==> src/include/adcctl_defines.svh <==
`ifndef ADCCTL_DEFINES_SVH
`define ADCCTL_DEFINES_SVH
`define ADCCTL_STRAP_LOW 2'h0
`define ADCCTL_STRAP_FLOAT 2'h1
`define ADCCTL_STRAP_HIGH 2'h2
`define ADCCTL_FULL_SCALE 12'hfff
`define ADCCTL_LOCK_TIME_NS 52000
`define ADCCTL_CLK_PERIOD_NS 40
`define ADCCTL_LOCK_CYCLES (`ADCCTL_LOCK_TIME_NS / `ADCCTL_CLK_PERIOD_NS)
`define ADCCTL_LATENCY_HALF 17
`define ADCCTL_CAL_CYCLES 64
`define ADCCTL_SLOW_MIN 40
`define ADCCTL_SLOW_MAX 100
`define ADCCTL_FAST_MIN 80
`endif

==> src/include/adcctl_pkg.sv <==
package adcctl_pkg;
   typedef enum logic [1:0] {ADCCTL_DIV1, ADCCTL_DIV2, ADCCTL_DIV4} adcctl_div_t;
   typedef enum logic [1:0] {ADCCTL_CMOS, ADCCTL_LVDS3, ADCCTL_LVDS2} adcctl_omode_t;
   typedef enum logic [1:0] {ADCCTL_CAL, ADCCTL_LOCK, ADCCTL_RUN} adcctl_state_t;
endpackage : adcctl_pkg

==> src/rtl/adcctl_fifo.sv <==
`timescale 1ns/1ps
`default_nettype none
module adcctl_fifo #(
   parameter int WIDTH = 13,
   parameter int DEPTH = 16
) (
   // clock and reset
   input wire logic clk_sys,
   input wire logic reset,
   // write side
   input wire logic [WIDTH-1:0] inData,
   input wire logic inValid,
   output logic inReady,
   // read side
   output logic [WIDTH-1:0] outData,
   output logic outValid,
   input wire logic outReady
);
   localparam int AW = $clog2(DEPTH);
   initial begin
      if (DEPTH < 2 || (1 << AW) != DEPTH) $error("depth must be a power of two");
   end
   logic [WIDTH-1:0] mem [DEPTH];
   logic [AW:0] wrPtr_r;
   logic [AW:0] rdPtr_r;
   wire doWrite = inValid && inReady;
   wire doRead = outValid && outReady;
   wire isEmpty = (wrPtr_r == rdPtr_r);
   wire isFull = (wrPtr_r[AW-1:0] == rdPtr_r[AW-1:0]) && (wrPtr_r[AW] != rdPtr_r[AW]);
   assign inReady = !isFull;
   assign outValid = !isEmpty;
   assign outData = mem[rdPtr_r[AW-1:0]];
   always_ff @(posedge clk_sys) begin
      if (doWrite) mem[wrPtr_r[AW-1:0]] <= inData;
   end
   always_ff @(posedge clk_sys) begin
      if (reset) begin
         wrPtr_r <= '0;
         rdPtr_r <= '0;
      end else begin
         if (doWrite) wrPtr_r <= wrPtr_r + 1'b1;
         if (doRead) rdPtr_r <= rdPtr_r + 1'b1;
      end
   end
   a_fifo_noover: assert property (@(posedge clk_sys) disable iff (reset)
      isFull |-> !inReady) else $error("fifo accepts while full");
endmodule : adcctl_fifo
`default_nettype wire

==> src/rtl/adcctl_top.sv <==
`timescale 1ns/1ps
`default_nettype none
`include "adcctl_defines.svh"
module adcctl_top import adcctl_pkg::*; #(
   parameter int LOCK_CYCLES = `ADCCTL_LOCK_CYCLES,
   parameter int CAL_CYCLES = `ADCCTL_CAL_CYCLES,
   parameter int FIFO_DEPTH = 16
) (
   // clock and reset
   input wire logic clk_sys,
   input wire logic reset,
   // straps and configuration overrides
   input wire logic [1:0] clock_divide_strap,
   input wire logic [1:0] output_type_strap,
   input wire logic divOverrideEn,
   input wire logic [1:0] divOverride,
   input wire logic modeOverrideEn,
   input wire logic [1:0] modeOverride,
   input wire logic ddrSelect,
   input wire logic smallPackage,
   input wire logic dllSlowRange,
   input wire logic [9:0] sampleRateMsps,
   input wire logic powerDown,
   input wire logic calibration_reset_pin_n,
   // converter core
   input wire logic [12:0] coreCode,
   input wire logic coreValid,
   output logic coreReady,
   // output pins
   output logic [11:0] dataOut,
   output logic [11:0] dataOutEn,
   output logic overRange,
   output logic overRangeEn,
   output logic sample_output_clock,
   output logic sampleClockEn,
   // status
   output logic dllLocked,
   output logic dllRangeOk,
   output logic lvdsMode,
   output logic lvdsLowDrive,
   output logic ddrActive,
   output logic [1:0] divRatioCode
);
   initial begin
      if (LOCK_CYCLES < 1 || CAL_CYCLES < 1) $error("counts must be at least one");
   end
   adcctl_div_t divSel;
   adcctl_omode_t modeSel;
   adcctl_state_t state_r, state_nxt;
   function automatic adcctl_div_t divFromStrap(input logic [1:0] s);
      if (s == `ADCCTL_STRAP_LOW) return ADCCTL_DIV2;
      else if (s == `ADCCTL_STRAP_HIGH) return ADCCTL_DIV4;
      else return ADCCTL_DIV1;
   endfunction : divFromStrap
   function automatic adcctl_omode_t modeFromStrap(input logic [1:0] s);
      if (s == `ADCCTL_STRAP_LOW) return ADCCTL_CMOS;
      else if (s == `ADCCTL_STRAP_HIGH) return ADCCTL_LVDS2;
      else return ADCCTL_LVDS3;
   endfunction : modeFromStrap
   // the configuration port wins over the straps
   assign divSel = divOverrideEn ? divFromStrap(divOverride) : divFromStrap(clock_divide_strap);
   assign modeSel = modeOverrideEn ? modeFromStrap(modeOverride)
                                   : modeFromStrap(output_type_strap);
   assign divRatioCode = divSel;
   assign lvdsMode = (modeSel != ADCCTL_CMOS);
   assign lvdsLowDrive = (modeSel == ADCCTL_LVDS2);
   // small package only has six pairs, so double rate is forced there
   assign ddrActive = ddrSelect || smallPackage;
   assign dllRangeOk = dllSlowRange
      ? (sampleRateMsps >= 10'(`ADCCTL_SLOW_MIN) && sampleRateMsps <= 10'(`ADCCTL_SLOW_MAX))
      : (sampleRateMsps >= 10'(`ADCCTL_FAST_MIN));

   // sample enable from divider; div2 gives half-rate samples for phase slip
   logic [1:0] divCnt_r;
   wire [1:0] divLast = (divSel == ADCCTL_DIV4) ? 2'h3 : (divSel == ADCCTL_DIV2) ? 2'h1 : 2'h0;
   wire sampleTick = (divCnt_r >= divLast);
   always_ff @(posedge clk_sys) begin
      if (reset || sampleTick) divCnt_r <= 2'h0;
      else divCnt_r <= divCnt_r + 2'h1;
   end

   // relock after any change of divider or range, except one on the last cycle of the lock count
   logic [1:0] divPrev_r;
   logic slowPrev_r;
   logic [31:0] lockCnt_r;
   logic [31:0] calCnt_r;
   wire rateChange = (divPrev_r != divSel) || (slowPrev_r != dllSlowRange);
   always_ff @(posedge clk_sys) begin
      if (reset) begin
         divPrev_r <= 2'h0;
         slowPrev_r <= 1'b0;
      end else begin
         divPrev_r <= divSel;
         slowPrev_r <= dllSlowRange;
      end
   end
   always_comb begin
      state_nxt = state_r;
      case (state_r)
         ADCCTL_CAL: if (calibration_reset_pin_n && calCnt_r >= 32'(CAL_CYCLES - 1))
            state_nxt = ADCCTL_LOCK;
         ADCCTL_LOCK: if (lockCnt_r >= 32'(LOCK_CYCLES - 1)) state_nxt = ADCCTL_RUN;
         ADCCTL_RUN: if (rateChange) state_nxt = ADCCTL_LOCK;
         default: state_nxt = ADCCTL_CAL;
      endcase
      if (!calibration_reset_pin_n) state_nxt = ADCCTL_CAL;
   end
   always_ff @(posedge clk_sys) begin
      if (reset) state_r <= ADCCTL_CAL;
      else state_r <= state_nxt;
   end
   always_ff @(posedge clk_sys) begin
      if (reset || !calibration_reset_pin_n || state_r != ADCCTL_CAL) calCnt_r <= '0;
      else calCnt_r <= calCnt_r + 32'h1;
   end
   always_ff @(posedge clk_sys) begin
      if (reset || state_r != ADCCTL_LOCK || rateChange) lockCnt_r <= '0;
      else lockCnt_r <= lockCnt_r + 32'h1;
   end
   assign dllLocked = (state_r == ADCCTL_RUN);

   // latency line: 17 stages, each advanced once per full output clock period on wordTick
   logic [12:0] fifoData;
   logic fifoValid;
   logic fifoTake;
   adcctl_fifo #(.WIDTH(13), .DEPTH(FIFO_DEPTH)) u_fifo (
      .clk_sys(clk_sys),
      .reset(reset),
      .inData(coreCode),
      .inValid(coreValid),
      .inReady(coreReady),
      .outData(fifoData),
      .outValid(fifoValid),
      .outReady(fifoTake)
   );
   localparam int LAT = `ADCCTL_LATENCY_HALF;
   logic [12:0] pipe_r [LAT];
   logic phase_r;
   wire running = dllLocked && !powerDown;
   // one word per sample period, after the full phase pair
   wire wordTick = running && sampleTick && phase_r;
   assign fifoTake = wordTick && fifoValid;
   // saturate: a core overflow clamps to full scale instead of wrapping
   wire [11:0] clamped = fifoData[12] ? `ADCCTL_FULL_SCALE : fifoData[11:0];
   wire [12:0] pipeIn = fifoValid ? {fifoData[12], clamped} : 13'h0;
   always_ff @(posedge clk_sys) begin
      if (reset) begin
         for (int i = 0; i < LAT; i++) pipe_r[i] <= 13'h0;
      end else if (wordTick) begin
         pipe_r[0] <= pipeIn;
         for (int i = 1; i < LAT; i++) pipe_r[i] <= pipe_r[i-1];
      end
   end
   // output clock half-phase toggles with each sample enable while running
   always_ff @(posedge clk_sys) begin
      if (reset || !calibration_reset_pin_n) phase_r <= 1'b0;
      else if (running && sampleTick) phase_r <= !phase_r;
   end
   wire [12:0] word = pipe_r[LAT-1];
   wire wordOr = word[12] || (word[11:0] == `ADCCTL_FULL_SCALE);

   // ddr: low phase msb and odd bits, high phase lsb and even bits, on even lines
   // lines are loaded on the tick that flips the phase, so they follow the next phase
   logic [11:0] ddrLines;
   always_comb begin
      ddrLines = 12'h0;
      for (int k = 0; k < 6; k++) begin
         ddrLines[2*k] = phase_r ? word[2*k+1] : word[2*k];
      end
   end
   logic [11:0] dataOut_r;
   logic overRange_r;
   always_ff @(posedge clk_sys) begin
      if (reset) begin
         dataOut_r <= 12'h0;
         overRange_r <= 1'b1;
      end else if (!calibration_reset_pin_n || state_r == ADCCTL_CAL) begin
         overRange_r <= 1'b1;
      end else if (running && sampleTick) begin
         dataOut_r <= ddrActive ? ddrLines : word[11:0];
         if (!phase_r) overRange_r <= wordOr;
      end
   end
   assign dataOut = dataOut_r;
   assign overRange = overRange_r;
   assign sample_output_clock = phase_r;
   // power-down releases every output pin
   wire drive = !powerDown;
   assign dataOutEn = (drive && ddrActive) ? 12'h555 : (drive ? 12'hfff : 12'h0);
   assign overRangeEn = drive;
   assign sampleClockEn = drive;

   a_or_cal: assert property (@(posedge clk_sys) disable iff (reset)
      !calibration_reset_pin_n |=> overRange) else $error("flag low during calibration");
   a_clk_held: assert property (@(posedge clk_sys) disable iff (reset)
      !calibration_reset_pin_n |=> !sample_output_clock) else $error("clock toggles in reset");
   a_no_wrap: assert property (@(posedge clk_sys) disable iff (reset)
      fifoData[12] |-> clamped == 12'hfff) else $error("code wrapped");
   a_div_over: assert property (@(posedge clk_sys) disable iff (reset)
      divOverrideEn |-> divSel == divFromStrap(divOverride)) else $error("override lost");
   a_mode_over: assert property (@(posedge clk_sys) disable iff (reset)
      modeOverrideEn |-> modeSel == modeFromStrap(modeOverride)) else $error("mode lost");
   a_small_ddr: assert property (@(posedge clk_sys) disable iff (reset)
      smallPackage |-> ddrActive) else $error("sdr on small package");
   a_hiz_sleep: assert property (@(posedge clk_sys) disable iff (reset)
      powerDown |-> !overRangeEn && !sampleClockEn && dataOutEn == 12'h0)
      else $error("driving in power-down");
   a_relock: assert property (@(posedge clk_sys) disable iff (reset)
      (state_r == ADCCTL_RUN && rateChange && calibration_reset_pin_n) |=> !dllLocked)
      else $error("no relock");
   a_div_ratio: assert property (@(posedge clk_sys) disable iff (reset)
      (divSel == ADCCTL_DIV2 && sampleTick && !rateChange) |=> !sampleTick)
      else $error("divide by two broken");
endmodule : adcctl_top
`default_nettype wire

==> config.mk <==
export PLATFORM = sky130hd
export DESIGN_NAME = adcctl_top
export DESIGN_NICKNAME = d
export VERILOG_FILES = /design/src/include/adcctl_pkg.sv /design/src/rtl/adcctl_fifo.sv /design/src/rtl/adcctl_top.sv
export VERILOG_INCLUDE_DIRS = /design/src /design/src/include
export SDC_FILE = /design/constraint.sdc
export NUM_CORES = 1
export LEC_CHECK = 0
export BUFFER_PORTS_ARGS = -buffer_cell sky130_fd_sc_hd__buf_2
export CAP_MARGIN = 20
export CORE_ASPECT_RATIO = 0.75
export CORE_MARGIN = 5
export CORE_UTILIZATION = 35
export CTS_CLUSTER_DIAMETER = 120
export DETAILED_ROUTE_END_ITERATION = 8
export PLACE_DENSITY_LB_ADDON = 0.3
export SLEW_MARGIN = 20
export SYNTH_ARGS = -nofsm -noshare
export SYNTH_HDL_FRONTEND = slang
export SYNTH_SLANG_ARGS = --single-unit
==> constraint.sdc <==
create_clock -name clk_sys -period 10 [get_ports clk_sys]
set_input_delay 1.5 -clock clk_sys [delete_from_list [all_inputs] [get_ports clk_sys]]
set_output_delay 1.5 -clock clk_sys [all_outputs]
set_load 0.1 [all_outputs]
==> flow_summary_export.csv <==
group,metric,value,unit
run_status,outcome,"complete, no violations",
place,placedCellCount,2159,
final_layout,drive_gt1_share,16.2,%
grt,overflow,0,
synthesis,synth_area_leaders,"edfxtp_1, dfxtp_1, and2_1",
synthesis,yosysWarnings,0,
route,wirelength,36800,µm
sta,skew,0.0181,ns
final_layout,area_delta_synth_final,12.7,%
die,io_pins,77,
route,drtIter0Drc,795,
final_layout,stdcell_count,2245,
cts,clockRootBuffer,"clkbuf_16",
setup_path,critPathKind,"in2reg",
cts,htree_levels,2,
final_layout,regArea,14900,µm²
route,drcViolationCount,0,
synthesis,synth_seq_cells,528,
sta,rsz0062_at_grt,"no",
die,core-area,58900,µm²
grt,antenna_found_initial,2,
sta,worst_pin_slew,1.18,ns
final_layout,design_area,23400,µm²
setup_path,cp-end-kind,"flip-flop",
die,die_h,221,µm
cts,clock_latency,0.56,ns
place,dp_hpwl,20800,µm
sta,final_hold_viol_count,0,
die,initial_core_util,35.2,%
sta,final_max_slew_viol_count,0,
grt,grt_pass1_vias,10500,
synthesis,mappedNetlistNets,1407,
cts,cts_buffers,49,
sta,setup_viol,0,
final_layout,num-nets-final,1471,
synthesis,syn-cell-area,20700,µm²
synthesis,yosys.cell_types.count,54,
setup_path,critPathArrivalTime,4.94,ns
pwr,p_leak,0.00791,µW
route,drt_first_pass_iters,7,
die,die-area,64300,µm²
synthesis,netlist_instances,1356,
place,placed_area,21900,µm²
grt,gr-usage-all-layers,11.2,%
synthesis,synth.top_cell.area_share,62.1,%
cts,post_cts_resized,0,
place,place_congestion,0.772,
setup_path,r2r-end,"pipe_r[0][199]",
cts,path_clk_slew,0.06,ns
synthesis,ys_seq_area_share,71.6,%
synthesis,synthArstFlopShare,0,%
synthesis,yosysMostFrequentCell,"edfxtp_1",
cts,cts_hold_buf,0,
setup_path,cp.required,10.42,ns
sta,period_minus_slack,4.52,ns
final_layout,fill_cells,5367,
pwr,power_density,182,nW/µm²
synthesis,synth_area_leader_cell,"edfxtp_1",
grt,grt_first_pass_wirelength,58800,µm
cts,cts_sinks,528,
pwr,ir_drop,0.101,mV
sta,maxSlewHeadroom,21.1,%
route,ant_nets,0,
run,maxCapViolCount,0,
sta,finalCritPeriodShare,45.2,%
worst_hold_path,min_to,"dataOut[5]",
route,vias_per_cell,4.79,
place,portBuffers,76,
die,dieWidth,291,µm
cts,clockBufferDepth,3,
synthesis,synth-edff-count,429,
worst_hold_path,hold_start,"dataOut[5]",
synthesis,synthTopCellsByCount,"edfxtp_1, and2_1, dfxtp_1",
cts,cts_setup_buffers,0,
route,vias,10800,
setup_path,path_max_fanout,113,
worst_hold_path,hold_path.class,"reg2reg",
setup_path,r2r-start,"divCnt_r[0]",
final_layout,multi_input_area,5500,µm²
sta,tns,0,ns
route,wl_per_cell,16.4,µm
die,rows,77,
synthesis,synthFlopType,"edfxtp_1",
sta,fmax,221,MHz
setup_path,startpoint_type,"primary input",
synthesis,syn_area_per_cell,15.3,µm²
setup_path,r2r_cells,9,
cts,cts_tree,"yes",
grt,grt_start_max_net_pins,195,
worst_hold_path,hold_depth,2,
final_layout,num_antenna_cells,0,
setup_path,r2r_slack,6.88,ns
[metrics by stage]
stage	utilization (%)	setup slack [ns]	power, µW	hold slack [ns]
after floorplan	-	0.748	2560	0.430
after global placement	37.3	4.88	2600	0.440
after detailed placement	37.3	4.84	2600	0.447
after CTS	39.7	5.43	4330	0.454
after global routing	39.7	5.08	4430	0.471
final	39.7	5.48	4260	0.447
[worst max path at each step]
stage,from,to,cells after the start
after floorplan,clock_divide_strap[1],pipe_r[0][0],11
after global placement,clock_divide_strap[1],pipe_r[0][198],14
final,clock_divide_strap[1],pipe_r[0][199],14
after detailed placement,clock_divide_strap[1],pipe_r[0][174],14
after CTS,clock_divide_strap[1],pipe_r[0][174],14
after global routing,clock_divide_strap[1],pipe_r[0][199],14
[report_power, final]
| part | internal (µW) | switching (µW) | leakage (µW) | total, µW |
|---|---|---|---|---|
| Combinational | 28.0 | 97.5 | 0.00225 | 125 |
| Sequential | 2410 | 11.7 | 0.00496 | 2430 |
| Clock | 941 | 772 | 0.000704 | 1710 |
| Total | 3380 | 881 | 0.00791 | 4260 |
[layer usage]
| metal | GRT usage [%] | share of wire [%] | vias to the layer above |
|---|---|---|---|
| met1 | 16.6 | 49 | 5351 |
| met2 | 16.8 | 44 | 206 |
| met5 | 0 | 0.057 | - |
| met3 | 2.62 | 5.5 | 62 |
| li1 | - | - | 5127 |
| met4 | 2.67 | 1.8 | 4 |
[cells in the final DEF (no fill, tap or decap), types with 4 or more instances in the layout]
cell type / Yosys / final
a211oi_1: 7 / 7
a21oi_1: 19 / 19
a22oi_1: 24 / 24
a31oi_1: 14 / 14
and2_1: 210 / 210
and3_1: 12 / 12
buf_2: 11 / 76
buf_4: 14 / 9
clkbuf_1: 46 / 16
clkbuf_16: 0 / 50
clkinv_1: 0 / 8
clkinv_2: 0 / 5
dfxtp_1: 99 / 97
edfxtp_1: 429 / 429
ha_1: 10 / 10
inv_1: 29 / 29
mux2i_1: 9 / 9
mux4_2: 52 / 52
nand2_1: 33 / 33
nand2b_1: 5 / 4
nand3_1: 35 / 35
nand4_1: 20 / 20
nor2_1: 93 / 90
nor2_2: 4 / 6
nor2b_1: 11 / 9
nor3_1: 21 / 17
nor3_4: 0 / 4
nor4_1: 17 / 17
nor4_4: 4 / 4
o21ai_0: 15 / 15
or3_1: 11 / 10
xnor2_1: 35 / 35
xor2_1: 30 / 30
[cell families (layout without fill, tap and decap cells)]
| kind of cell | Yosys count | in the layout | share of synthesized area [%] |
|---|---|---|---|
| DFF | 528 | 528 | 71.6 |
| and+or+nand+nor | 491 | 491 | 13.5 |
| buffers and inverters | 102 | 201 | 2.20 |
| AOI/OAI and AO/OA | 96 | 96 | 3.04 |
| xor gates and xnor gates | 65 | 65 | 2.74 |
| muxes | 64 | 64 | 6.24 |
| adders and majority gates | 10 | 10 | 0.603 |
[cell type report]
class | count | share of cell area [%]
Multi-Input combinational cell | 726 | 23.5
Inverter | 29 | 0.465
Timing Repair Buffer | 86 | 2.00
Sequential cell | 528 | 63.6
Clock buffer | 69 | 5.78
Clock inverter | 17 | 0.412
Tap cell | 790 | 4.23
[state kept, by name, summed over array words and instances (netlist names), named ones only]
name,flops
calCnt_r,32
dataOut,12
divCnt_r,2
divPrev_r,2
lockCnt_r,32
overRange,1
pipe_r,221
sample_output_clock,1
slowPrev_r,1
state_r,2
u_fifo.mem,208
u_fifo.rdPtr_r,5
u_fifo.wrPtr_r,5
[worst max-delay path, stage by stage]
cell and delay [ns]:
buf_2 0.10, nor3b_1 0.13, a31oi_1 0.24, inv_1 0.10
ha_1 0.28, inv_1 0.04, ha_1 0.25, nand2b_1 0.09
a21o_1 0.24, nand3_1 0.22, nor2_4 0.12, buf_4 0.54
buf_4 0.73, and2_1 0.23
(Power assumes the default switching activity.)
